===== config.mk =====
export PLATFORM = sky130hd
export DESIGN_NAME = mram_mapper
export DESIGN_NICKNAME = d
export VERILOG_FILES = /design/src/verilog/mram_pkg.sv /design/src/verilog/mram_mapper.sv /design/src/verilog/mram_reg_former.sv
export VERILOG_INCLUDE_DIRS = /design/src /design/src/verilog
export SDC_FILE = /design/constraint.sdc
export NUM_CORES = 1
export LEC_CHECK = 0
export ABC_CLOCK_PERIOD_IN_PS = 3300
export BUFFER_PORTS_ARGS = -buffer_cell sky130_fd_sc_hd__clkbuf_2
export CORE_MARGIN = 4
export CORE_UTILIZATION = 30
export CTS_BUF_LIST = sky130_fd_sc_hd__clkbuf_4 sky130_fd_sc_hd__clkbuf_8 sky130_fd_sc_hd__clkbuf_16
export CTS_CLUSTER_DIAMETER = 200
export CTS_CLUSTER_SIZE = 14
export DETAILED_ROUTE_END_ITERATION = 12
export SYNTH_ARGS = -nofsm -noshare
export SYNTH_HDL_FRONTEND = slang
export SYNTH_SLANG_ARGS = --single-unit

===== constraint.sdc =====
create_clock -name clock -period 3.3 [get_ports clock]
set_input_delay 0.66 -clock clock [delete_from_list [all_inputs] [get_ports clock]]
set_output_delay 0.66 -clock clock [all_outputs]
set_load 0.02 [all_outputs]

===== src/verilog/mram_defines.svh =====
`ifndef MRAM_DEFINES_SVH
`define MRAM_DEFINES_SVH

// Width of a holding-register address as seen by the mapper.
`define MRAM_ADDR_W 20

// Base register of the 16-bit views and of the mode 0 32-bit view.
`define MRAM_BASE16 20'h61A80
`define MRAM_BASE32 20'h668A0

// Spans above a base inside which a mode can hit.
`define MRAM_SPAN0_16 20'h02710
`define MRAM_SPAN0_32 20'h04E20
`define MRAM_SPAN_64K 20'h10000
`define MRAM_SPAN_128K 20'h20000

// Mode 0 strides: 100 registers per group (16-bit), 200 per group (32-bit).
`define MRAM_DIV0_16 15'h0064
`define MRAM_DIV0_32 15'h00C8

// Group and index limits.
`define MRAM_MIN_NUM 8'h01
`define MRAM_MAX0 8'h63
`define MRAM_G4_MIN 8'h80
`define MRAM_G4_MAX 8'hFE
`define MRAM_I5_BASE 8'h80
`define MRAM_I5_MAX 8'hFE
`define MRAM_G5_RAW_MIN 9'h002
`define MRAM_G5_RAW_MAX 9'h100

// Mode codes.
`define MRAM_MODE0 3'h0
`define MRAM_MODE1 3'h1
`define MRAM_MODE2 3'h2
`define MRAM_MODE3 3'h3
`define MRAM_MODE4 3'h4
`define MRAM_MODE5 3'h5

// Word order codes.
`define MRAM_ORDER_HIGH_FIRST 1'h0
`define MRAM_ORDER_LOW_FIRST 1'h1

// Reset values.
`define MRAM_MODE_DEF 3'h0
`define MRAM_ORDER_DEF 1'h1
`define MRAM_ACT2_DEF 16'h0000

`endif


===== src/verilog/mram_pkg.sv =====
`default_nettype none
`include "mram_defines.svh"

package mram_pkg;

   // Addressing modes.
   typedef enum logic [2:0] {
      MRAM_MODE0 = `MRAM_MODE0,
      MRAM_MODE1 = `MRAM_MODE1,
      MRAM_MODE2 = `MRAM_MODE2,
      MRAM_MODE3 = `MRAM_MODE3,
      MRAM_MODE4 = `MRAM_MODE4,
      MRAM_MODE5 = `MRAM_MODE5
   } mram_mode_t;

   // Order of the two registers of a 32-bit parameter.
   typedef enum logic {
      MRAM_HIGH_WORD_FIRST = `MRAM_ORDER_HIGH_FIRST,
      MRAM_LOW_WORD_FIRST = `MRAM_ORDER_LOW_FIRST
   } mram_order_t;

   // Result of decoding one register address.
   typedef struct packed {
      logic hit;
      logic is32;
      logic second;
      logic [7:0] group;
      logic [7:0] index;
   } mram_map_t;

endpackage

`default_nettype wire


===== src/verilog/mram_mapper.sv =====
// How it works
// - Mode setting codes zero to five, reset zero.
// - Mode 0 16-bit: 400000+100*group+index.
// - Mode 0 32-bit: 420000+200*group+2*index.
// - Mode 1 16-bit: 400000+256*group+index.
// - Mode 2 32-bit: 400000+512*group+2*index.
// - Mode 3 32-bit: 400000+256*group+2*index.
// - Mode 4: groups 128-254, 512 stride.
// - Mode 5: indexes 128-254, 256 stride.
// - New mode and word-order settings apply only on restart or validate.
// - High byte of each register goes first.
// - Word order zero puts high word first.
// - Word order one puts low word first, default.
// - Second actual passthrough source, default none.
`timescale 1ns/1ps
`default_nettype none

module mram_mapper
   import mram_pkg::*;
(
   // Clock and reset
   input wire logic clock,
   input wire logic nrst,
   // Pending settings from the parameter store
   input wire logic [2:0] pendingMode,
   input wire logic pendingOrder,
   input wire logic [15:0] pendingAct2Source,
   input wire logic validate,
   // Register address request from the Modbus side
   input wire logic reqValid,
   input wire logic [`MRAM_ADDR_W-1:0] reqAddr,
   // Parameter access toward the parameter store
   output logic paramAccess,
   output logic [7:0] paramGroup,
   output logic [7:0] paramIndex,
   output logic paramIs32,
   output logic paramHighWord,
   output logic unmappedAddr,
   // Parameter value returned by the store
   input wire logic paramDataValid,
   input wire logic [31:0] paramData,
   // Register word toward the Modbus side
   output logic regValid,
   output logic [15:0] regData,
   output logic [7:0] regByteFirst,
   output logic [7:0] regByteSecond,
   // Active settings
   output var mram_mode_t activeMode,
   output var mram_order_t activeOrder,
   output logic [15:0] secondActualPassthroughSource
);

   logic loadAtBoot;
   logic applyNow;
   logic [`MRAM_ADDR_W-1:0] off16;
   logic [`MRAM_ADDR_W-1:0] off32;
   logic in16;
   logic in32;
   logic [14:0] quot16;
   logic [14:0] rem16;
   logic [14:0] quot32;
   logic [14:0] rem32;
   logic [8:0] g5Raw;
   mram_map_t map;

   ////////////////////////////////////////////////////////////////////////////
   // Settings
   ////////////////////////////////////////////////////////////////////////////

   // Pending values are taken on the first edge after a restart and on validate.
   always_ff @(posedge clock or negedge nrst) begin
      if (!nrst) begin
         loadAtBoot <= 1'b1;
      end else begin
         loadAtBoot <= 1'b0;
      end
   end

   assign applyNow = loadAtBoot || validate;

   // Active mode; an out-of-range pending code leaves the old mode in place.
   always_ff @(posedge clock or negedge nrst) begin
      if (!nrst) begin
         activeMode <= mram_mode_t'(`MRAM_MODE_DEF);
      end else if (applyNow && pendingMode <= `MRAM_MODE5) begin
         activeMode <= mram_mode_t'(pendingMode);
      end
   end

   // Active word order; low word first after reset.
   always_ff @(posedge clock or negedge nrst) begin
      if (!nrst) begin
         activeOrder <= mram_order_t'(`MRAM_ORDER_DEF);
      end else if (applyNow) begin
         activeOrder <= mram_order_t'(pendingOrder);
      end
   end

   // Source of the second actual value in passthrough; follows the store.
   always_ff @(posedge clock or negedge nrst) begin
      if (!nrst) begin
         secondActualPassthroughSource <= `MRAM_ACT2_DEF;
      end else begin
         secondActualPassthroughSource <= pendingAct2Source;
      end
   end

   ////////////////////////////////////////////////////////////////////////////
   // Address decode
   ////////////////////////////////////////////////////////////////////////////

   // Offsets above each base; only meaningful when the address is not below it.
   assign off16 = reqAddr - `MRAM_BASE16;
   assign off32 = reqAddr - `MRAM_BASE32;
   assign in16 = reqAddr >= `MRAM_BASE16;
   assign in32 = reqAddr >= `MRAM_BASE32;

   // Mode 0 needs division by its decimal strides.
   assign quot16 = off16[14:0] / `MRAM_DIV0_16;
   assign rem16 = 15'(off16[14:0] - 15'(quot16 * `MRAM_DIV0_16));
   assign quot32 = off32[14:0] / `MRAM_DIV0_32;
   assign rem32 = 15'(off32[14:0] - 15'(quot32 * `MRAM_DIV0_32));

   // Mode 5 indexes past 127 spill into the next group's stride.
   assign g5Raw = off16[16:8];

   // Turns the address into group, index, width and register half.
   always_comb begin
      map = '0;
      unique case (activeMode)
         MRAM_MODE0: begin
            if (in32 && off32 < `MRAM_SPAN0_32) begin
               map.is32 = 1'b1;
               map.group = quot32[7:0];
               map.index = {1'b0, rem32[7:1]};
               map.second = rem32[0];
            end else if (in16 && off16 < `MRAM_SPAN0_16) begin
               map.group = quot16[7:0];
               map.index = rem16[7:0];
            end
            map.hit = (in16 && off16 < `MRAM_SPAN0_16) || (in32 && off32 < `MRAM_SPAN0_32);
            map.hit = map.hit && map.group >= `MRAM_MIN_NUM && map.group <= `MRAM_MAX0
               && map.index >= `MRAM_MIN_NUM && map.index <= `MRAM_MAX0;
         end
         MRAM_MODE1: begin
            map.group = off16[15:8];
            map.index = off16[7:0];
            map.hit = in16 && off16 < `MRAM_SPAN_64K
               && map.group >= `MRAM_MIN_NUM && map.index >= `MRAM_MIN_NUM;
         end
         MRAM_MODE2: begin
            map.is32 = 1'b1;
            map.group = {1'b0, off16[15:9]};
            map.index = off16[8:1];
            map.second = off16[0];
            map.hit = in16 && off16 < `MRAM_SPAN_64K
               && map.group >= `MRAM_MIN_NUM && map.index >= `MRAM_MIN_NUM;
         end
         MRAM_MODE3: begin
            map.is32 = 1'b1;
            map.group = off16[15:8];
            map.index = {1'b0, off16[7:1]};
            map.second = off16[0];
            map.hit = in16 && off16 < `MRAM_SPAN_64K
               && map.group >= `MRAM_MIN_NUM && map.index >= `MRAM_MIN_NUM;
         end
         MRAM_MODE4: begin
            map.is32 = 1'b1;
            map.group = off16[16:9];
            map.index = off16[8:1];
            map.second = off16[0];
            map.hit = in16 && off16 < `MRAM_SPAN_128K
               && map.group >= `MRAM_G4_MIN && map.group <= `MRAM_G4_MAX
               && map.index >= `MRAM_MIN_NUM;
         end
         MRAM_MODE5: begin
            map.is32 = 1'b1;
            map.group = 8'(g5Raw - 9'h001);
            map.index = 8'(`MRAM_I5_BASE + {1'b0, off16[7:1]});
            map.second = off16[0];
            map.hit = in16 && off16 < `MRAM_SPAN_128K
               && g5Raw >= `MRAM_G5_RAW_MIN && g5Raw <= `MRAM_G5_RAW_MAX
               && map.index <= `MRAM_I5_MAX;
         end
         default: begin
            map = '0;
         end
      endcase
   end

   ////////////////////////////////////////////////////////////////////////////
   // Access outputs
   ////////////////////////////////////////////////////////////////////////////

   // One-cycle strobes: a hit accesses a parameter, a miss only raises the flag.
   always_ff @(posedge clock or negedge nrst) begin
      if (!nrst) begin
         paramAccess <= 1'b0;
         unmappedAddr <= 1'b0;
      end else begin
         paramAccess <= reqValid && map.hit;
         unmappedAddr <= reqValid && !map.hit;
      end
   end

   // Group, index and half of the last hit hold until the next hit.
   always_ff @(posedge clock or negedge nrst) begin
      if (!nrst) begin
         paramGroup <= 8'h00;
         paramIndex <= 8'h00;
         paramIs32 <= 1'b0;
         paramHighWord <= 1'b0;
      end else if (reqValid && map.hit) begin
         paramGroup <= map.group;
         paramIndex <= map.index;
         paramIs32 <= map.is32;
         // First register carries the high word only in high-word-first order.
         paramHighWord <= map.is32
            && (map.second == (activeOrder == MRAM_LOW_WORD_FIRST));
      end
   end

   ////////////////////////////////////////////////////////////////////////////
   // Register word formation
   ////////////////////////////////////////////////////////////////////////////

   // Picks the register's half of the value and orders its bytes.
   mram_reg_former former (
      .clock(clock),
      .nrst(nrst),
      .paramDataValid(paramDataValid),
      .paramData(paramData),
      .is32(paramIs32),
      .highWord(paramHighWord),
      .regValid(regValid),
      .regData(regData),
      .regByteFirst(regByteFirst),
      .regByteSecond(regByteSecond)
   );

endmodule

`default_nettype wire


===== src/verilog/mram_reg_former.sv =====
`timescale 1ns/1ps
`default_nettype none

module mram_reg_former
   import mram_pkg::*;
(
   // Clock and reset
   input wire logic clock,
   input wire logic nrst,
   // Parameter value and the half it should yield
   input wire logic paramDataValid,
   input wire logic [31:0] paramData,
   input wire logic is32,
   input wire logic highWord,
   // Register word and its bytes in wire order
   output logic regValid,
   output logic [15:0] regData,
   output logic [7:0] regByteFirst,
   output logic [7:0] regByteSecond
);

   logic [15:0] next_regData;

   ////////////////////////////////////////////////////////////////////////////
   // A 16-bit parameter always travels in the low half of the value.
   always_comb begin
      next_regData = paramData[15:0];
      if (is32 && highWord) begin
         next_regData = paramData[31:16];
      end
   end

   ////////////////////////////////////////////////////////////////////////////
   // One-cycle strobe marking a fresh register word.
   always_ff @(posedge clock or negedge nrst) begin
      if (!nrst) begin
         regValid <= 1'b0;
      end else begin
         regValid <= paramDataValid;
      end
   end

   // Word and bytes hold until the next value arrives; high byte goes first.
   always_ff @(posedge clock or negedge nrst) begin
      if (!nrst) begin
         regData <= 16'h0000;
         regByteFirst <= 8'h00;
         regByteSecond <= 8'h00;
      end else if (paramDataValid) begin
         regData <= next_regData;
         regByteFirst <= next_regData[15:8];
         regByteSecond <= next_regData[7:0];
      end
   end

endmodule

`default_nettype wire

==> impl_results.md, run 1 <==
* Final Net Count at roughly 1600
* CTS Buffer Depth at 2
* Final ANT Viol Nets at 0
* RSZ-0062 raised after global routing: yes
* Critical path type: in2reg
* Die H at 170.1 um
* FMAX at ~0.12 GHz
* Dpl hpwl at 23510 um
* Initial cell density of the core at 30.35%
* Failing checks: setup timing
* Worst Skew at 0.004102 ns
* H-tree Lvls at 3
* Delay-heaviest family, CP: compound AO/OA/AOI/OAI gates
* WL/cell at 16.62 um
* Cell variety after synth at 117
* Port bufs at approximately 150
* Clock period minus worst slack at 8.573 ns
* CTS clk-pin slew, worst paths at 0.05 ns
* Max-slew headroom at 43.22%
* CP max FO at 12
* Vias/cell at between 5 and 6
* Worst path most repeated cell: ha_4
* Placer Congestion at 0.9850
* Num CTS Buffers at 9
* Comb pwr share at 85.6%
* # IOs at 150
* Multi-input gate area at about 0.0067 mm2
* FF/Latch Area at 0.001454 mm2
* CP Data Required Time at around 3.5 ns
* Ys Warns at 0
* Slowest CP cell: o31ai_1
* Router iterations before antenna repair at 5
* GR Overflow Total at 0
* Clk sink count at 58
* Fill cells at ~2500
* Crit path largest cell delay at 0.62 ns
* Post-Syn Instances at approximately 1000
* Setup slack after layout at -5.273 ns
* Global Route Usage Sum at 19.47%
* CP Buf/Inv Count at 8
* Maxcap violations at 0
* Post-place setup slack at -5.617 ns
* Top_reg_cell synth: dfrtp_1
* DR iter-0 viols at 650
* DR vias at roughly 9700
* DRT Wirelength at between 20000 and 30000 um
* Setup violations, final at 20
* Slew Viols, Final at 0
* Root Driver: clkbuf_16
* Power Density at about 990 mW/mm2
* Stages on the worst setup path at 39
* Number of global-route vias before repair at 9546
* First-pass GRT wire length at 47560 um
* Worst VDD drop at ~1.1 mV
* Hold Crit Class: in2async
* Clock share of power at approximately 6.6%
* Syn_nets at 1098
* CP Launch Type: input port
* Fraction of registers with async set/reset at 100.0%
* LEAKAGE at 5.709 nW
* Sw Share at 44.06%
* Final period util at 259.8%
* Antenna cells at 0
* Fin. Hold Viols at 0
* FF-to-FF path depth at 11
* Sw Pwr at between 5 and 6 mW
* Core Footprint at 0.02598 mm2
* Remaining DRCs at 0
* Int Pwr at 7.026 mW
* Commonest non-fill, non-tap cells in the layout: 367 x buf_4, 146 x clkbuf_2, 87 x nor2_1, 67 x a21oi_1, 62 x nand2_1
* Die X at 170.1 um
* Worst EP arrival at 8.77 ns
* CP Capture Type: flop
* Area grow syn2layout at 60.72%
* Largest net degree at the start of global routing at 34
* Flop and latch count out of synthesis at 58
* Commonest non-fill, non-tap cell in the layout: buf_4
* Worst Tran Pin Value at 0.8496 ns
* CTS tree: done
* Mapped Area at 0.007886 mm2
* Sequential-to-total area share from yosys stat at between 15 and 20%
* Antenna violations before repair at 0
* Outcome: finished with violations
* Site Rows at 59
* Post-synth EDFFs at 0
* Ratio of cells with drive above 1 in the final layout at 50.68%
* Later-pin clock latency in the skew report at 0.32 ns
* Final Core Density at roughly half
* Seq pwr share at roughly 7.7%
* Total die area at 0.02895 mm2
* Syn Area/Cell at roughly 7.9 um2
-- logic make-up after synthesis --
logic type,after synthesis,synth area share (%)
fa+ha+maj,25,4.125
buf+inv,116,7.282
mux,53,7.520
compound gates,368,35.81
other cells,1,0.04755
xor+xnor,40,4.966
simple gates,336,21.82
flops,58,18.44
-- worst register-to-register path: stages, from the launching register on --
cell	delay [ns]
dfrtp_1	0.68
nor2b_1	0.09
buf_4	0.18
o311a_1	0.16
a31oi_1	0.17
a41oi_1	0.06
o311ai_0	0.38
buf_4	0.20
a21boi_2	0.05
buf_6	0.15
clkbuf_16	0.16
mux2_4	0.30
-- flip-flops by register name (all words and copies together) (netlist names) --
register and count:
former.regData 16, secondActualPassthroughSource 16, paramGroup 8, paramIndex 8, activeMode 3, activeOrder 1
former.regValid 1, loadAtBoot 1, paramAccess 1, paramHighWord 1, paramIs32 1, unmappedAddr 1
-- synthesized netlist by cell type, types with 6 or more instances --
| cell type | number | area (um2) |
|---|---|---|
| nor2b_1 | 10 | 62.56 |
| xnor2_1 | 27 | 236.5 |
| inv_1 | 35 | 131.4 |
| buf_4 | 19 | 142.6 |
| mux2i_1 | 29 | 290.3 |
| a21oi_1 | 74 | 370.4 |
| nor2_1 | 93 | 349.1 |
| and2_1 | 13 | 81.33 |
| xor2_1 | 9 | 78.83 |
| nand4_1 | 13 | 81.33 |
| nor3_1 | 29 | 145.1 |
| o21a_1 | 8 | 60.06 |
| clkbuf_1 | 32 | 120.1 |
| or2_2 | 8 | 50.05 |
| nand3_1 | 35 | 175.2 |
| a2111oi_0 | 6 | 52.55 |
| mux2_4 | 8 | 120.1 |
| o2111ai_1 | 9 | 78.83 |
| o22ai_1 | 23 | 143.9 |
| or3_1 | 9 | 56.30 |
| nor4_1 | 10 | 62.56 |
| ha_1 | 22 | 275.3 |
| and3_1 | 7 | 43.79 |
| o21ai_0 | 41 | 205.2 |
| a31oi_1 | 17 | 106.4 |
| o221ai_1 | 9 | 78.83 |
| nand2_1 | 66 | 247.7 |
| o211ai_1 | 25 | 187.7 |
| dfrtp_1 | 56 | 1401 |
| mux2_1 | 10 | 112.6 |
| buf_2 | 17 | 85.08 |
| a211oi_1 | 19 | 142.6 |
| a22oi_1 | 8 | 60.06 |
| o31ai_1 | 7 | 52.55 |
| nand2b_1 | 11 | 68.82 |
| a21o_1 | 13 | 97.59 |
-- routing by layer --
| layer | wire length [um] | share of wire, % | GRT usage [%] |
|---|---|---|---|
| met5 | 0 | 0 | 0 |
| met3 | 1291 | 4.3 | 2.648 |
| met2 | 15030 | 50 | 34.25 |
| met4 | 698 | 2.3 | 5.278 |
| met1 | 12850 | 43 | 25.01 |
-- worst paths after layout --
path | from | to | slack [ns]
setup reg to reg | activeMode[1] | paramGroup[7] | 0.60
hold reg to reg | paramIndex[5] | paramIndex[5] | 0.51
setup / recovery | reqAddr[9] | paramGroup[7] | -5.27
max in group asynchronous | nrst | loadAtBoot | 2.24
hold / removal | nrst | former.regValid | 0.29
min in group clock | pendingAct2Source[0] | secondActualPassthroughSource[0] | 0.45
-- area by class of cell --
type | count | area share (%)
Multi-Input combinational cell | 824 | 52.73
Clock inverter | 7 | 0.4344
Tap cell | 335 | 3.307
Timing Repair Buffer | 526 | 29.04
Clock buffer | 9 | 1.777
Inverter | 38 | 1.234
Sequential cell | 58 | 11.47
-- stage by stage --
step	power [mW]	hold slack [ns]	instances	cell area, um2	TNS (ns)
floorplan	6.820	0.3644	997	8040	-105.65
global placement	10.10	0.4714	1730	11210	-108.67
detailed placement	10.15	0.4735	1730	11210	-111.23
CTS	11.80	0.2980	1783	12280	-100.00
global route	13.50	0.3071	1797	12670	-111.03
finish	12.56	0.2935	1797	12670	-104.25
-- power by group through the flow --
stage	clock (mW)	combinational, mW	sequential (mW)
5_1_grt	0.893	11.6	0.990
2_1_floorplan	0	5.70	1.12
3_5_place_dp	0	9.18	0.975
3_3_place_gp	0	9.13	0.972
4_1_cts	0.851	9.98	0.968
6_report	0.831	10.8	0.972
-- timing repair --
item,in CTS,in global routing
gates cloned,2,1
pin swaps,36,39
resized for setup,106,52
endpoints found under the setup margin,20,20
setup buffers,36,14
hold buffers,0,0
Power figures use the tool's default switching activity.
==> inputs of run 2 (changes only) <==
ABC_AREA = 1   (was unset)
==> impl_results.md, run 2 <==
* Max-slew headroom at 44.88% (+1.7 points)
* Fraction of registers with async set/reset at 100.0% (unchanged)
* Hold path depth at 1
* Yosys top cell area share at 20.22% (+2.4 points)
* Count leader, synth: nand2_1
* Placed instance area at 0.009544 mm2 (-15%)
* Worst EP arrival at 7.39 ns (-1.38 ns)
* Maxcap violations at 0 (unchanged)
* Top_reg_cell synth: dfrtp_1
* Failing checks: setup timing
* DRT Wirelength at 24430 um (-18%)
* Antenna violations before repair at 0 (unchanged)
* Clock period minus worst slack at 7.191 ns (-1.381 ns)
* Sequential-to-total area share from yosys stat at 20.97% (+2.5 points)
* GR Overflow Total at 0 (unchanged)
* Area grow syn2layout at 67.76%
* Cell variety after synth at 61 (-48%)
* Syn Area/Cell at 6.521 um2 (-18%)
* Die H at 160.0 um (-6.0%)
* Ys Warns at 0 (unchanged)
* Placer Congestion at 0.9223 (-6.4%)
* First-pass GRT wire length at 39410 um (-17%)
* Multi-input gate area at 0.005891 mm2 (-12%)
* CP Capture Type: flop
* Post-place setup slack at -4.357 ns (+1.260 ns)
* RSZ-0062 raised after global routing: yes
* FMAX at 0.1391 GHz (+19%)
* Final period util at 217.9% (-42 points)
* Core Footprint at 0.02271 mm2 (-13%)
* Vias/cell at 4.856 (-10%)
* Clk sink count at 58 (unchanged)
* Worst path most repeated cell: nand2_4
* H-tree Lvls at 3 (unchanged)
* WL/cell at 13.87 um (-17%)
* Root Driver: clkbuf_16
* FF/Latch Area at 0.001454 mm2 (unchanged)
* Worst Tran Pin Value at 0.8268 ns (-0.02282 ns)
* Final ANT Viol Nets at 0 (unchanged)
* Commonest cells post-synth: 303 x nand2_1, 112 x inv_1, 98 x nand3_1
* Initial cell density of the core at 30.52% (+0.17 points)
* Biggest regs: former.regData (16), secondActualPassthroughSource (16)
* Later-pin clock latency in the skew report at 0.32 ns (about the same)
* Grt met1 use at 22.47% (-2.5 points)
* Antenna cells at 0 (unchanged)
* CP max FO at 8 (-4)
* Dpl hpwl at 18170 um (-23%)
* Critical path type: in2reg
* Syn_nets at 1165 (+6.1%)
* Met2 usage at 33.22% (-1.0 points)
* Global Route Usage Sum at 17.91% (-1.6 points)
* Post-synth top area cell: dfrtp_1
* CP Buf/Inv Count at 10 (+2)
* Setup violations, final at 20 (unchanged)
* Final Net Count at 1574 (+1.0%)
* Area contributors post-synth: dfrtp_1 20%, nand2_1 16%, nand3_1 7.1%, inv_1 6.1%, nand2_2 4.9%
* Site Rows at 55 (-6.8%)
* Post-synth EDFFs at 0 (unchanged)
* DR iter-0 viols at 498 (-23%)
* Post-Syn Instances at 1063 (+6.6%)
* Outcome: finished with violations
* M3 GR Usage at 1.910% (-0.74 points)
* Stages on the worst setup path at 60 (+54%)
* Router iterations before antenna repair at 5 (unchanged)
* CTS clk-pin slew, worst paths at 0.05 ns (about the same)
* DR vias at 8557 (-12%)
* Hold Crit Class: in2reg
* Num CTS Buffers at 9 (unchanged)
* Die X at 160.0 um (-6.0%)
* Largest net degree at the start of global routing at 59 (+74%)
* Ratio of cells with drive above 1 in the final layout at 52.06% (+1.4 points)
* Global route hottest layer: met2
* Slew Viols, Final at 0 (unchanged)
* Mapped Area at 0.006932 mm2 (-12%)
* Fill cells at 2109 (-14%)
* Post-placement cell count at 1668 (-3.6%)
* Fin. Hold Viols at 0 (unchanged)
* Delay-heaviest family, CP: simple AND/OR/NAND/NOR gates
* CP Data Required Time at 3.50 ns (about the same)
* Slowest CP cell: fa_2
* Commonest non-fill, non-tap cells in the layout: 266 x buf_4, 221 x nand2_1, 146 x clkbuf_2, 97 x inv_1, 84 x nand2_4
* Flop and latch count out of synthesis at 58 (unchanged)
* CTS Buffer Depth at 2 (unchanged)
* FF-to-FF path depth at 13 (+2)
* CTS tree: done
* # hold bufs at CTS at 0 (unchanged)
* CP Launch Type: input port
* Commonest non-fill, non-tap cell in the layout: buf_4
* Crit path largest cell delay at 0.33 ns (-0.29 ns)
* Setup slack after layout at -3.891 ns (+1.381 ns)
* Remaining DRCs at 0 (unchanged)
* Number of global-route vias before repair at 8271 (-13%)
* # IOs at 150 (unchanged)
* Total die area at 0.02560 mm2 (-12%)
* Finished Layout Cells at 1762 (-1.9%)
* Fin area at 0.01163 mm2 (-8.3%)
* Port bufs at 149 (unchanged)
* Worst Skew at 0.007006 ns (+0.002904 ns)
## run 2: changes by cell type after synthesis, sizes merged, moves of 26 or more
cell,previous run,this run
nand2,67,385
mux2i,30,0
xnor2,31,5
nand3,35,119
inv,38,131
a21oi,79,20
## run 2: worst paths after layout
check	slack, ns	start	to
min reg2reg	0.49	paramIndex[6]	paramIndex[6]
min	0.44	pendingAct2Source[13]	secondActualPassthroughSource[13]
max	-3.89	reqAddr[12]	paramIndex[4]
max in group asynchronous	2.35	nrst	secondActualPassthroughSource[3]
min in group asynchronous	0.48	nrst	paramAccess
max reg2reg	0.80	activeMode[2]	paramIndex[4]
## run 2: cell type report
cell class / instances / share of cell area, %
inverter: 136 / 4.820
multi-input combinational: 834 / 50.66
timing repair buffer: 433 / 26.41
clock inverter: 5 / 0.4734
sequential: 58 / 12.50
clock buffer: 11 / 2.066
tap: 285 / 3.066
## run 2: layer usage
metal  share of wire (%)  up-vias  wire length [um]
li1                    -     4311                 -
met1                  44     4004             10650
met2                  51      209             12530
met3                 3.7       33               911
met4                 1.4        0               346
met5                   0        -                 0
## run 2: kinds of logic after synthesis
kind of cell | after synthesis | synth area share, %
other | 1 | 0.05410
XOR/XNOR | 23 | 3.014
buffers and inverters | 174 | 11.44
AO/OA/AOI/OAI | 133 | 11.95
multiplexers | 1 | 0.1624
flip-flops | 58 | 20.97
AND/OR/NAND/NOR | 648 | 47.67
adder cells (fa/ha/maj) | 25 | 4.729
## run 2: timing repair
item                                    in CTS  in global routing
endpoints found under the setup margin      20                 20
gates cloned                                 4                  2
pin swaps                                   86                115
buffers inserted                            50                 23
resized for setup                          123                156
## run 2: metrics by stage
stage	utilization, %	setup TNS [ns]	hold slack (ns)
final	51.21	-76.92	0.4412
after global routing	51.21	-85.49	0.4391
after CTS	47.67	-72.39	0.4381
after detailed placement	42.03	-86.72	0.4606
after global placement	42.03	-84.02	0.4526
after floorplan	-	-71.72	0.3644
Power of run 2 is left out: the tool's default activity adds up to more than one toggle a clock period on the data nets, which glitch-free logic cannot reach.
